<file path="config.mk">
export PLATFORM = sky130hd
export DESIGN_NAME = hts_target
export DESIGN_NICKNAME = d
export VERILOG_FILES = /design/src/rtl/hts_pkg.sv /design/src/rtl/hts_res_if.sv /design/src/rtl/hts_res_mem.sv /design/src/rtl/hts_target.sv
export SDC_FILE = /design/constraint.sdc
export NUM_CORES = 1
export LEC_CHECK = 0
export CORE_MARGIN = 2
export CORE_UTILIZATION = 51
export CTS_CLUSTER_DIAMETER = 150
export DETAILED_ROUTE_END_ITERATION = 16
export DONT_BUFFER_PORTS = 1
export HOLD_SLACK_MARGIN = 0.03
export PLACE_DENSITY = 0.67
export SYNTH_ARGS = -nofsm -noshare
export SYNTH_HDL_FRONTEND = slang
export SYNTH_SLANG_ARGS = --single-unit
</file>
<file path="constraint.sdc">
create_clock -name ref_clk_in -period 6.69 [get_ports ref_clk_in]
set_input_delay 1.6725 -clock ref_clk_in [delete_from_list [all_inputs] [get_ports ref_clk_in]]
set_output_delay 1.6725 -clock ref_clk_in [all_outputs]
set_load 0.005 [all_outputs]
</file>
<file path="src/rtl/hts_pkg.sv">
// Shared constants and types for the humidity and temperature serial target.
package hts_pkg;

  // Seven-bit bus address that the target answers to.
  localparam logic [6:0] BUS_ADDR = 7'h38;

  // Command codes received as the second byte of a write.
  localparam logic [7:0] CMD_INIT = 8'hE1;
  localparam logic [7:0] CMD_MEAS = 8'hAC;
  localparam logic [7:0] CMD_SRST = 8'hBA;

  // Field positions inside the status byte.
  localparam int STS_BUSY_BIT = 7;
  localparam int STS_MODE_HI  = 6;
  localparam int STS_MODE_LO  = 5;
  localparam int STS_CAL_BIT  = 3;

  // Mode codes and reset values of the status fields.
  localparam logic [1:0] MODE_NORMAL = 2'h0;
  localparam logic [1:0] MODE_CYCLIC = 2'h1;
  localparam logic       CAL_RESET   = 1'b0;
  localparam logic [1:0] MODE_RESET  = MODE_NORMAL;

  // Timing figures in their own units and the clock rate.
  localparam int CLK_KHZ     = 250000;
  localparam int PWRUP_MS    = 20;
  localparam int SRST_MS     = 20;
  localparam int MEAS_MS     = 75;
  localparam int PWRUP_CYC   = PWRUP_MS * CLK_KHZ;
  localparam int SRST_CYC    = SRST_MS * CLK_KHZ;
  localparam int MEAS_CYC    = MEAS_MS * CLK_KHZ;
  localparam int TMR_W       = 25;

  // Result layout: one status byte and five packed data bytes.
  localparam int RAW_W       = 20;
  localparam int DATA_BYTES  = 5;
  localparam int IDX_W       = 3;

  // One-hot states of the serial engine.
  typedef enum logic [4:0] {
    HTS_IDLE = 5'b0_0001,
    HTS_RX   = 5'b0_0010,
    HTS_ACK  = 5'b0_0100,
    HTS_TX   = 5'b0_1000,
    HTS_RACK = 5'b1_0000
  } hts_state_type;

endpackage

</file>
<file path="src/rtl/hts_res_if.sv">
// Connection between the serial engine and the result byte store.
`timescale 1ns/1ps
interface hts_res_if;
  logic                                wr_en;    // Capture pulse.
  logic [hts_pkg::RAW_W-1:0]           hum;      // Raw humidity word.
  logic [hts_pkg::RAW_W-1:0]           tmp;      // Raw temperature word.
  logic [hts_pkg::IDX_W-1:0]           rd_idx;   // Byte index to read.
  logic [7:0]                          rd_data;  // Registered read byte.

  modport engine (output wr_en, output hum, output tmp,
                  output rd_idx, input rd_data);
  modport store  (input wr_en, input hum, input tmp,
                  input rd_idx, output rd_data);
endinterface

</file>
<file path="src/rtl/hts_res_mem.sv">
// Store of the five packed result bytes with a registered read port.
`timescale 1ns/1ps
module hts_res_mem (
  input  wire logic ref_clk_in,
  input  wire logic nrst_in,
  hts_res_if.store  res
);

  // Five result bytes; index 0 is the first data byte after status.
  logic [7:0] mem_q [hts_pkg::DATA_BYTES];

  // Capture packs humidity then temperature, most significant bit first.
  always_ff @(posedge ref_clk_in or negedge nrst_in) begin
    if (!nrst_in) begin
      for (int i = 0; i < hts_pkg::DATA_BYTES; i++) begin
        mem_q[i] <= 8'h00;
      end
    end else if (res.wr_en) begin
      mem_q[0] <= res.hum[19:12];
      mem_q[1] <= res.hum[11:4];
      mem_q[2] <= {res.hum[3:0], res.tmp[19:16]};
      mem_q[3] <= res.tmp[15:8];
      mem_q[4] <= res.tmp[7:0];
    end
  end

  // Read data comes from a register; out-of-range indices give all ones.
  always_ff @(posedge ref_clk_in or negedge nrst_in) begin
    if (!nrst_in) begin
      res.rd_data <= 8'h00;
    end else if (res.rd_idx == 3'h0 || res.rd_idx > 3'h5) begin
      res.rd_data <= 8'hFF;
    end else begin
      res.rd_data <= mem_q[res.rd_idx - 3'h1];
    end
  end

endmodule

</file>
<file path="src/rtl/hts_target.sv">
// Serial target engine: framing, addressing, commands, status and results.
`timescale 1ns/1ps
// How it works
// - Busy after power-up until settling time ends.
// - Start condition opens transfer, bus busy.
// - Stop condition ends transfer, bus idle.
// - First byte holds address and direction bit.
// - Acknowledge received byte after eighth falling edge.
// - Initialization command enables calibration.
// - Trigger command starts combined conversion.
// - Status bit seven shows busy converting or settling.
// - Status bits six-five show operating mode.
// - Status bit three shows calibration; others zero.
// - Soft reset reinitializes and restores defaults.
// - Soft reset finishes within settling time.
// - Read bits change after falling edge only.
module hts_target #(
  parameter int PWRUP_CYC = hts_pkg::PWRUP_CYC,  // Power-up settling.
  parameter int SRST_CYC  = hts_pkg::SRST_CYC,   // Soft reset settling.
  parameter int MEAS_CYC  = hts_pkg::MEAS_CYC    // Conversion time.
) (
  input  wire logic        ref_clk_in,
  input  wire logic        nrst_in,
  input  wire logic        scl_in,
  input  wire logic        sda_in,
  input  wire logic [19:0] raw_humidity_value_in,
  input  wire logic [19:0] raw_temp_value_in,
  output logic             sda_out,
  output logic             sda_oe_out,
  output logic [7:0]       status_out
);

  ////////////////////////////////////////////////////////////////////////////
  // Line sampling and bus conditions.
  logic scl_q;   // Previous clock line level.
  logic sda_q;   // Previous data line level.

  // Inputs are synchronous, so one stage of history suffices for edges.
  always_ff @(posedge ref_clk_in or negedge nrst_in) begin
    if (!nrst_in) begin
      scl_q <= 1'b1;
      sda_q <= 1'b1;
    end else begin
      scl_q <= scl_in;
      sda_q <= sda_in;
    end
  end

  logic scl_rise;
  logic scl_fall;
  logic start_c;
  logic stop_c;
  assign scl_rise = scl_in & ~scl_q;
  assign scl_fall = ~scl_in & scl_q;
  assign start_c  = scl_in & scl_q & sda_q & ~sda_in;
  assign stop_c   = scl_in & scl_q & ~sda_q & sda_in;

  ////////////////////////////////////////////////////////////////////////////
  // Serial engine.
  hts_pkg::hts_state_type state_q;     // Engine state.
  logic [3:0]             cnt_q;       // Bits done in the current byte.
  logic [7:0]             shift_q;     // Received byte.
  logic [7:0]             tx_q;        // Byte being sent.
  logic                   first_q;     // Next byte is the address byte.
  logic                   read_q;      // Transfer direction is read.
  logic                   nack_q;      // Host declined another byte.
  logic [2:0]             idx_q;       // Next result byte to send.
  logic                   cmd_stb;     // Command byte accepted.
  logic                   addr_ok;
  logic [7:0]             status_c;
  hts_res_if res ();

  assign addr_ok = (shift_q[7:1] == hts_pkg::BUS_ADDR);
  assign cmd_stb = (state_q == hts_pkg::HTS_RX) && scl_fall &&
                   (cnt_q == 4'h8) && !first_q;

  // One process owns the state, counters and the open-drain data driver.
  always_ff @(posedge ref_clk_in or negedge nrst_in) begin
    if (!nrst_in) begin
      state_q    <= hts_pkg::HTS_IDLE;
      cnt_q      <= 4'h0;
      shift_q    <= 8'h00;
      tx_q       <= 8'h00;
      first_q    <= 1'b0;
      read_q     <= 1'b0;
      nack_q     <= 1'b0;
      idx_q      <= 3'h0;
      sda_oe_out <= 1'b0;
    end else if (start_c) begin
      // A repeated start is treated the same as a fresh one.
      state_q    <= hts_pkg::HTS_RX;
      cnt_q      <= 4'h0;
      first_q    <= 1'b1;
      idx_q      <= 3'h0;
      sda_oe_out <= 1'b0;
    end else if (stop_c) begin
      state_q    <= hts_pkg::HTS_IDLE;
      sda_oe_out <= 1'b0;
    end else begin
      case (state_q)
        hts_pkg::HTS_RX: begin
          if (scl_rise && cnt_q != 4'h8) begin
            shift_q <= {shift_q[6:0], sda_in};
            cnt_q   <= cnt_q + 4'h1;
          end else if (scl_fall && cnt_q == 4'h8) begin
            if (first_q && !addr_ok) begin
              state_q <= hts_pkg::HTS_IDLE;
            end else begin
              state_q    <= hts_pkg::HTS_ACK;
              sda_oe_out <= 1'b1;
              if (first_q) begin
                read_q <= shift_q[0];
              end
            end
            first_q <= 1'b0;
          end
        end
        hts_pkg::HTS_ACK: begin
          if (scl_fall) begin
            cnt_q <= 4'h0;
            if (read_q) begin
              // Status goes first, its top bit driven at this fall.
              state_q    <= hts_pkg::HTS_TX;
              tx_q       <= status_c;
              sda_oe_out <= ~status_c[7];
              idx_q      <= 3'h1;
            end else begin
              state_q    <= hts_pkg::HTS_RX;
              sda_oe_out <= 1'b0;
            end
          end
        end
        hts_pkg::HTS_TX: begin
          if (scl_fall) begin
            if (cnt_q == 4'h7) begin
              state_q    <= hts_pkg::HTS_RACK;
              sda_oe_out <= 1'b0;
            end else begin
              tx_q       <= {tx_q[6:0], 1'b1};
              sda_oe_out <= ~tx_q[6];
              cnt_q      <= cnt_q + 4'h1;
            end
          end
        end
        hts_pkg::HTS_RACK: begin
          if (scl_rise) begin
            nack_q <= sda_in;
          end else if (scl_fall) begin
            if (nack_q) begin
              state_q <= hts_pkg::HTS_IDLE;
            end else begin
              state_q    <= hts_pkg::HTS_TX;
              tx_q       <= res.rd_data;
              sda_oe_out <= ~res.rd_data[7];
              cnt_q      <= 4'h0;
              idx_q      <= idx_q + 3'h1;
            end
          end
        end
        default: begin
          state_q <= hts_pkg::HTS_IDLE;
        end
      endcase
    end
  end

  // The line is only ever pulled low, so the driven level is constant.
  always_ff @(posedge ref_clk_in or negedge nrst_in) begin
    if (!nrst_in) begin
      sda_out <= 1'b0;
    end else begin
      sda_out <= 1'b0;
    end
  end

  ////////////////////////////////////////////////////////////////////////////
  // Command execution and settling timer.
  logic [hts_pkg::TMR_W-1:0] tmr_q;   // Cycles left of the busy period.
  logic                      busy_q;  // Operation or settling running.
  logic                      meas_q;  // A conversion owns the timer.
  logic                      cal_q;   // Calibration enabled.
  logic [1:0]                mode_q;  // Present operating mode.

  // Commands during busy are acknowledged but ignored, except soft reset.
  always_ff @(posedge ref_clk_in or negedge nrst_in) begin
    if (!nrst_in) begin
      tmr_q  <= hts_pkg::TMR_W'(PWRUP_CYC);
      busy_q <= 1'b1;
      meas_q <= 1'b0;
      cal_q  <= hts_pkg::CAL_RESET;
      mode_q <= hts_pkg::MODE_RESET;
    end else if (cmd_stb && shift_q == hts_pkg::CMD_SRST) begin
      tmr_q  <= hts_pkg::TMR_W'(SRST_CYC);
      busy_q <= 1'b1;
      meas_q <= 1'b0;
      cal_q  <= hts_pkg::CAL_RESET;
      mode_q <= hts_pkg::MODE_RESET;
    end else if (busy_q) begin
      if (tmr_q <= hts_pkg::TMR_W'(1)) begin
        busy_q <= 1'b0;
        meas_q <= 1'b0;
        tmr_q  <= '0;
      end else begin
        tmr_q <= tmr_q - hts_pkg::TMR_W'(1);
      end
    end else if (cmd_stb && shift_q == hts_pkg::CMD_INIT) begin
      cal_q  <= 1'b1;
      mode_q <= hts_pkg::MODE_NORMAL;
    end else if (cmd_stb && shift_q == hts_pkg::CMD_MEAS) begin
      tmr_q  <= hts_pkg::TMR_W'(MEAS_CYC);
      busy_q <= 1'b1;
      meas_q <= 1'b1;
    end
  end

  // Results are latched as conversion ends; scaling is left to the host.
  assign res.wr_en  = busy_q && meas_q && tmr_q <= hts_pkg::TMR_W'(1);
  assign res.hum    = raw_humidity_value_in;
  assign res.tmp    = raw_temp_value_in;
  assign res.rd_idx = idx_q;
  hts_res_mem u_mem (
    .ref_clk_in (ref_clk_in),
    .nrst_in    (nrst_in),
    .res        (res)
  );

  // Status byte; reserved bits stay zero.
  always_comb begin
    status_c = 8'h00;
    status_c[hts_pkg::STS_BUSY_BIT] = busy_q;
    status_c[hts_pkg::STS_MODE_HI:hts_pkg::STS_MODE_LO] = mode_q;
    status_c[hts_pkg::STS_CAL_BIT] = cal_q;
  end

  // Registered copy of the status for observation.
  always_ff @(posedge ref_clk_in or negedge nrst_in) begin
    if (!nrst_in) begin
      status_out <= 8'h80;
    end else begin
      status_out <= status_c;
    end
  end
endmodule

</file>
==> results of run 1 <==
[final cells by class]
cell class | instances | area [µm²]
clock inverters | 7 | 72.6
flip-flops and latches | 111 | 2790
fillers | 950 | 5090
well taps | 143 | 179
clock buffers | 9 | 225
repair buffers | 4 | 30.0
multi-input cells | 377 | 3030
inverters | 12 | 45.0
[how the worst max path moves through the flow]
stage | from | endpoint | slack (ns) | cells past startpoint
2_1_floorplan | scl_in | tmr_q[14] | 3.55 | 5
3_3_place_gp | scl_in | tmr_q[24] | 3.15 | 5
3_5_place_dp | scl_in | tmr_q[24] | 3.09 | 5
4_1_cts | scl_in | tmr_q[24] | 3.43 | 5
5_1_grt | scl_in | tx_q[1] | 3.29 | 5
6_report | scl_in | tmr_q[24] | 3.39 | 5
[placed cells by master, fill, tap and decap left out, drive strengths merged, types with 5 or more instances in the layout]
master   n
a21oi   26
a22o     7
a22oi    6
a31oi    7
and3     6
clkbuf   9
conb     7
dfrtp   98
dfstp   13
ha       8
inv     17
mux2    52
mux4     8
nand2   35
nand2b   8
nand3   26
nor2    34
nor3    20
nor4     7
o21ai   15
o31ai   14
or2      6
or3      5
[worst max-delay path, stage by stage]
cell and delay, ns:
nor2b_1 0.31, nand4_4 0.20, o41ai_4 0.82, o21ai_0 0.25, a22o_1 0.29
[flip-flops by register name (all words and copies together), names as in the netlist, 2 cells and up]
name,cells
cnt_q,4
idx_q,3
shift_q,8
state_q,5
status_out,2
tmr_q,25
tx_q,7
u_mem.mem_q,40
u_mem.res.rd_data,8
[stage by stage]
step	std cells	setup slack [ns]
2_1_floorplan	525	3.55
3_5_place_dp	647	3.09
5_1_grt	663	3.29
4_1_cts	663	3.43
3_3_place_gp	647	3.15
6_report	663	3.39
[where the power goes]
group	internal [µW]	switching (µW)
Sequential	715	32.0
Combinational	82.6	89.0
Clock	265	269
[cell families (layout without fill, tap and decap cells)]
kind of cell    Yosys count  count (layout)  synth area share, %
simple gates            172             172                 16.5
compound gates          124             124                 15.6
flops                   111             111                 46.4
mux                      63              63                 15.7
buf+inv                  37              32                 3.70
fa+ha+maj                 8               8                 1.66
xor+xnor                  3               3                0.436
other cells               1               7               0.0622
[metal layers]
layer	up-vias	track usage, %
met5	-	0
met4	0	6.26
met3	13	6.27
met2	124	31.3
met1	2080	28.8
li1	1946	-
==> flow_metrics.tcl, run 1 <==
set metrics [dict create \
    status "completed" \
    hold_depth 2 \
    place_hpwl_um 8440 \
    design_area_um2 6380 \
    fin_crit_sh_pct 49.3 \
    synth_seq_cells 111 \
    synth_top_area_cell "dfrtp_1" \
    worst_pin_slew_ns 1.23 \
    r2r_end "u_mem.mem_q[12]" \
    synthTopCellsByArea "dfrtp_1, mux2_4, dfstp_2" \
    die_area_um2 12700 \
    drt_pass1_iterations 5 \
    worstHoldStart "tmr_q[18]" \
    synth_warnings 0 \
    placed_area_um2 6080 \
    ys_types 84 \
    rows 39 \
    cts_setup_buffers 0 \
    globalplace.congestion 0.891 \
    clk_pin_slew_ns 0.08 \
    finalMaxSlewViolations 0 \
    grt_pass1_wl_um 21000 \
    critPathArrivalTime_ns 3.55 \
    wl_per_cell_um 18.5 \
    vias 4163 \
    clockBufferDepth 2 \
    ctsResizeCount 0 \
    crit_type "input pin to flop" \
    finalSetupViolCount 0 \
    ios 54 \
    antenna_found_initial 0 \
    seq_area_frac_synth_pct 46.4 \
    synthCells 519 \
    routed_via_density 6.28 \
    avgSynthCellArea_um2 11.6 \
    coreArea_um2 11500 \
    relSlewSlack_pct 17.7 \
    synth-async-reset-ratio_pct 100 \
    ant_nets 0 \
    r2r-start "tmr_q[12]" \
    drc 0 \
    synthTopCellsByCount "dfrtp_1, mux2_4, nand2_1, nor2_1, a21oi_1" \
    drt-met1-wl_um 5600 \
    maxCapViolations 0 \
    hold_end "tmr_q[18]" \
    grt_max_degree 112 \
    syn_area_um2 6030 \
    cts_root_buf "clkbuf_16" \
    cts.sinks 111 \
    synthFlopType "dfrtp_1" \
    dr.max_layer_used "met4" \
    finalClockSkew_ns 0.0131 \
    postRouteWirelength_um 12300 \
    clk_latency_ns 0.36 \
    hold_ws_ns 0.492 \
    fmax_ghz 0.303 \
    syn_to_final_growth_pct 5.83 \
    drt_iter0_drc 340 \
    met3_length_um 722 \
    grt_usage_pct 20.6 \
    grt_pass1_vias 4080 \
    min_path_type "flop to flop" \
    crit_required_ns 6.94 \
    r2r_setup_slack_ns 3.90 \
    n_antenna_cell 0 \
    synth_edf_count 0 \
    io_buffers 0 \
    start_kind "input pin" \
    rsz0062_at_grt "no" \
    finalSetupTns_ns 0 \
    period_needed_ns 3.30 \
    fp.dieW_um 113 \
    cts_tree "yes" \
    die_h_um 113 \
    endpoint_kind "flop" \
    finish.net_count 567 \
    p_leak_uw 0.00280 \
    post-synth-top-count-cell "dfrtp_1" \
    met2_wirelength_um 5820 \
    numCtsBuffers 9 \
    cts_hold_buf 0 \
    grt.overflow.total 0 \
    reg2reg_depth 7 \
    hold_violations 0 \
    fin_util_pct 55.6 \
    worst_ir_drop_vdd_uv 167 \
    power.density_nw_per_um2 228 \
    htree_levels 3 \
    drive_gt1_share_pct 22.9 \
    synth_top_area_share_pct 40.7 \
    cp_max_fo 14 \
    power_uw 1450 \
    initial_core_util_pct 52.6 \
]
Power figures use the tool's default switching activity.
==> run 2: changes to the inputs <==
Clock period 6.69 ns to 3.4 ns, I/O delays scaled along.
==> flow_metrics.tcl, run 2 (same netlist as run 1, synthesis figures left out) <==
set metrics [dict create \
    largest_reg_flops 40 \
    final_common_cell "dfrtp_1" \
    fin_crit_sh_pct 74.7 \
    power.density_nw_per_um2 441 \
    grt_usage_pct 20.7 \
    placed_cells 651 \
    slowest_delay_ns 0.52 \
    crit_chain "nor4_2 > o2111ai_1 > nor3_2 > nand3_2 > buf_4 > mux2_4" \
    die_h_um 113 \
    clk_latency_ns 0.35 \
    rows 39 \
    slowest_stage "nor4_2" \
    worst_pin_slew_ns 0.736 \
    grt.overflow.total 0 \
    ios 54 \
    vias 4207 \
    initial_core_util_pct 52.6 \
    start_kind "flop" \
    reg_top3 "u_mem.mem_q: 40 flops, tmr_q: 25 flops" \
    hold_violations 0 \
    io_buffers 0 \
    numCtsBuffers 9 \
    placed_area_um2 6110 \
    place_hpwl_um 8680 \
    period_needed_ns 2.54 \
    endpoint_kind "flop" \
    layoutNonFillerInstCount 667 \
    critPathArrivalTime_ns 2.77 \
    fp.dieW_um 113 \
    regMostFlops "u_mem.mem_q" \
    finalMaxSlewViolations 0 \
    cts_setup_buffers 0 \
    globalplace.congestion 0.885 \
    drt_iter0_drc 291 \
    die_area_um2 12700 \
    clk_pin_slew_ns 0.07 \
    drive_gt1_share_pct 23.5 \
    p_leak_uw 0.00282 \
    drt_pass1_iterations 6 \
    crit_type "flop to flop" \
    layout_common_cells "dfrtp_1, mux2_4, nand2_1" \
    finalSetupTns_ns 0 \
    ant_nets 0 \
    coreArea_um2 11500 \
    finalClockSkew_ns 0.00648 \
    grt_pass1_vias 4083 \
    cts.sinks 111 \
    routed_via_density 6.31 \
    worst_ir_drop_vdd_uv 362 \
    maxCapViolations 0 \
    clockBufferDepth 2 \
    htree_levels 3 \
    design_area_um2 6390 \
    finalSetupViolCount 0 \
    antenna_found_initial 0 \
    wl_per_cell_um 19.0 \
    rsz0062_at_grt "no" \
    grt_max_degree 112 \
    crit_required_ns 3.63 \
    fmax_ghz 0.394 \
    cts_root_buf "clkbuf_16" \
    cts_hold_buf 0 \
    postRouteWirelength_um 12700 \
    cp_max_fo 40 \
    n_antenna_cell 0 \
    status "completed" \
    relSlewSlack_pct 50.9 \
    drc 0 \
    finish.net_count 571 \
    cts_tree "yes" \
    syn_to_final_growth_pct 6.10 \
    min_path_type "input pin to asynchronous set/reset pin" \
    ctsResizeCount 0 \
    grt_pass1_wl_um 21200 \
]
[run 2: cell types whose count changed in the layout (fill, tap and decap cells not counted)]
cell | before | now
buf_4 | 4 | 8
clkbuf_8 | 0 | 2
clkinv_2 | 0 | 3
clkinv_8 | 1 | 0
inv_6 | 3 | 1
inv_8 | 2 | 0
[run 2: final timing paths]
check                           cells past startpoint         endpoint  startpoint  slack (ns)
worst max-delay path                                6  u_mem.mem_q[28]   tmr_q[12]        0.86
worst min-delay path                                0          tx_q[1]     nrst_in        0.20
worst max register to register                      6  u_mem.mem_q[28]   tmr_q[12]        0.86
worst min register to register                      1        tmr_q[23]   tmr_q[23]        0.48
max in group asynchronous                           0        tmr_q[18]     nrst_in        2.96
min in group ref_clk_in                             1        tmr_q[23]   tmr_q[23]        0.48
[run 2: worst max-delay path: cells and delay by family (launching register included)]
family                 cells  cell delay (ns)
AOI/OAI and AO/OA          1             0.33
buffers and inverters      1             0.36
DFF                        1             0.40
muxes                      1             0.39
and+or+nand+nor            3             0.91
[run 2: layout make-up]
type / count / area (µm²)
Clock buffer: 11 / 253
Timing Repair Buffer: 8 / 60.1
Clock inverter: 5 / 31.3
Multi-Input combinational cell: 377 / 3030
Sequential cell: 111 / 2790
Fill cell: 957 / 5070
Inverter: 12 / 45.0
Tap cell: 143 / 179
[run 2: power breakdown]
group	total (µW)	switching, µW	leakage (µW)	internal, µW
clock network	1010	474	0.000142	537
registers	1470	63.0	0.00133	1410
logic	340	177	0.00135	163
[run 2: routing by layer]
layer	vias up	part of all wire, %	GRT usage [%]	routed length, µm
met1	2131	45	28.4	5730
met4	0	0.74	5.53	94
met5	-	0	0	0
met3	10	5.3	4.87	671
met2	116	49	33.4	6160
li1	1950	-	-	-
[run 2: per-stage QoR]
stage	worst slack (ns)	util, %	power, µW	hold WS (ns)
CTS	0.901	55.8	2860	0.176
floorplan	1.08	-	1750	0.374
finish	0.861	55.8	2820	0.196
detailed placement	0.738	53.3	1830	0.468
global placement	0.827	53.3	1820	0.471
global route	0.703	55.8	2950	0.170
==> run 3: changes to the inputs <==
Settings changed: PLACE_DENSITY 0.67 to 0.7.
Clock period 3.4 ns to 2.2 ns, I/O delays scaled along.
==> flow_metrics.tcl, run 3 (same netlist as run 1, synthesis figures left out) <==
set metrics [dict create \
    htree_levels 3 \
    place_hpwl_um 9360 \
    dr.max_layer_used "met4" \
    drt_pass1_iterations 4 \
    drive_gt1_share_pct 35.0 \
    seq_area_um2 2800 \
    postRouteWirelength_um 13500 \
    crit_required_ns 2.44 \
    min_path_type "input pin to asynchronous set/reset pin" \
    crit_type "flop to flop" \
    finish.net_count 639 \
    die_area_um2 12700 \
    fin_util_pct 61.8 \
    routed_via_density 6.04 \
    largest_reg_flops 40 \
    period_needed_ns 2.13 \
    crit_path_end "u_mem.mem_q[31]" \
    wl_per_cell_um 18.3 \
    regMostFlops "u_mem.mem_q" \
    rsz0062_at_grt "yes" \
    drt-met1-wl_um 6020 \
    hold_violations 98 \
    critPathArrivalTime_ns 2.37 \
    die_h_um 113 \
    r2r_end "u_mem.mem_q[31]" \
    maxCapViolations 0 \
    cts_root_buf "clkbuf_16" \
    hold_ws_ns -0.117 \
    grt_usage_pct 21.8 \
    io_buffers 0 \
    r2r_setup_slack_ns 0.07 \
    clk_latency_ns 0.35 \
    numCtsBuffers 9 \
    grt_max_degree 112 \
    reg2reg_depth 6 \
    globalplace.congestion 0.925 \
    met2_wirelength_um 6750 \
    finalClockSkew_ns 0.00613 \
    relSlewSlack_pct 50.8 \
    rows 39 \
    start_kind "flop" \
    drc 0 \
    finalMaxSlewViolations 0 \
    vias 4442 \
    clockBufferDepth 2 \
    layout_common_cells "dfrtp_1, buf_4, mux2_4" \
    reg_top3 "u_mem.mem_q: 40 flops, tmr_q: 25 flops" \
    n_antenna_cell 0 \
    worst_pin_slew_ns 0.738 \
    layoutNonFillerInstCount 735 \
    placed_cells 703 \
    antenna_found_initial 0 \
    met3_length_um 513 \
    fp.dieW_um 113 \
    status "finished, violations left" \
    finalSetupViolCount 0 \
    startpoint "tmr_q[17]" \
    p_leak_uw 0.00321 \
    grt_pass1_wl_um 22100 \
    fmax_ghz 0.470 \
    ant_nets 0 \
    num-fill-cells 891 \
    cts.sinks 111 \
    initial_core_util_pct 52.6 \
    coreArea_um2 11500 \
    cts_tree "yes" \
    ios 54 \
    final_common_cell "dfrtp_1" \
    grt.overflow.total 0 \
    drt_iter0_drc 334 \
    syn_to_final_growth_pct 17.6 \
    clk_pin_slew_ns 0.08 \
    multi_input_area_um2 3170 \
    violations "hold timing" \
    grt_pass1_vias 4425 \
    fin_crit_sh_pct 96.7 \
    endpoint_kind "flop" \
    power.density_nw_per_um2 626 \
    r2r-start "tmr_q[17]" \
    cp_max_fo 20 \
    worst_ir_drop_vdd_uv 662 \
]
## run 3: changes by cell type in the layout (fill, tap and decap cells not counted), sizes merged
cell      delta
buf         +67
inv          +3
clkinvlp     -1
clkinv       -1
## run 3: where the power goes
part	internal [µW]	total, µW	switching, µW
clock network	787	1570	780
logic	304	629	325
registers	2170	2240	69.4
## run 3: cell type report
type                            count  area share, %
Multi-Input combinational cell    377           44.7
Sequential cell                   111           39.5
Timing Repair Buffer               76           8.81
Clock buffer                       10           3.23
Tap cell                          143           2.52
Clock inverter                      6          0.688
Inverter                           12          0.635
## run 3: stage by stage
step	TNS (ns)	hold WS (ns)	cell area, µm²	power [µW]	setup WS [ns]
finish	0	-0.117	7090	4440	0.0733
CTS	0	-0.132	6870	4460	0.0114
floorplan	0	0.254	6050	2710	0.131
global placement	-0.877	0.258	6510	2850	-0.0916
detailed placement	-1.64	0.257	6510	2870	-0.148
global route	-0.0631	-0.140	7090	4640	-0.0230
## run 3: worst min-delay path by stage
stage | to | slack (ns) | cells after the start
6_report | tx_q[3] | -0.12 | 0
5_1_grt | tx_q[5] | -0.14 | 0
4_1_cts | tx_q[5] | -0.13 | 0
3_5_place_dp | tx_q[5] | 0.26 | 0
3_3_place_gp | tx_q[5] | 0.26 | 0
2_1_floorplan | cal_q | 0.25 | 0
## run 3: timing repair
item | 4_1_cts | 5_1_grt
setup buffers | 5 | 10
pin swaps | 6 | 12
hold endpoints to repair | 99 | 99
gates resized for setup | 7 | 23
setup endpoints to repair | 23 | 63
cloned | 0 | 1
## run 3: per-layer routing
layer	track usage [%]	vias up
met5	0	-
met2	35.9	106
met4	6.50	0
met3	5.41	18
met1	28.9	2218
li1	-	2100
## run 3: critical path: stages, from the launching register on
cell	delay, ns
dfrtp_1	0.41
or3_4	0.41
nand4b_2	0.28
nor3_4	0.21
nand3_4	0.13
clkbuf_16	0.24
mux2_4	0.32
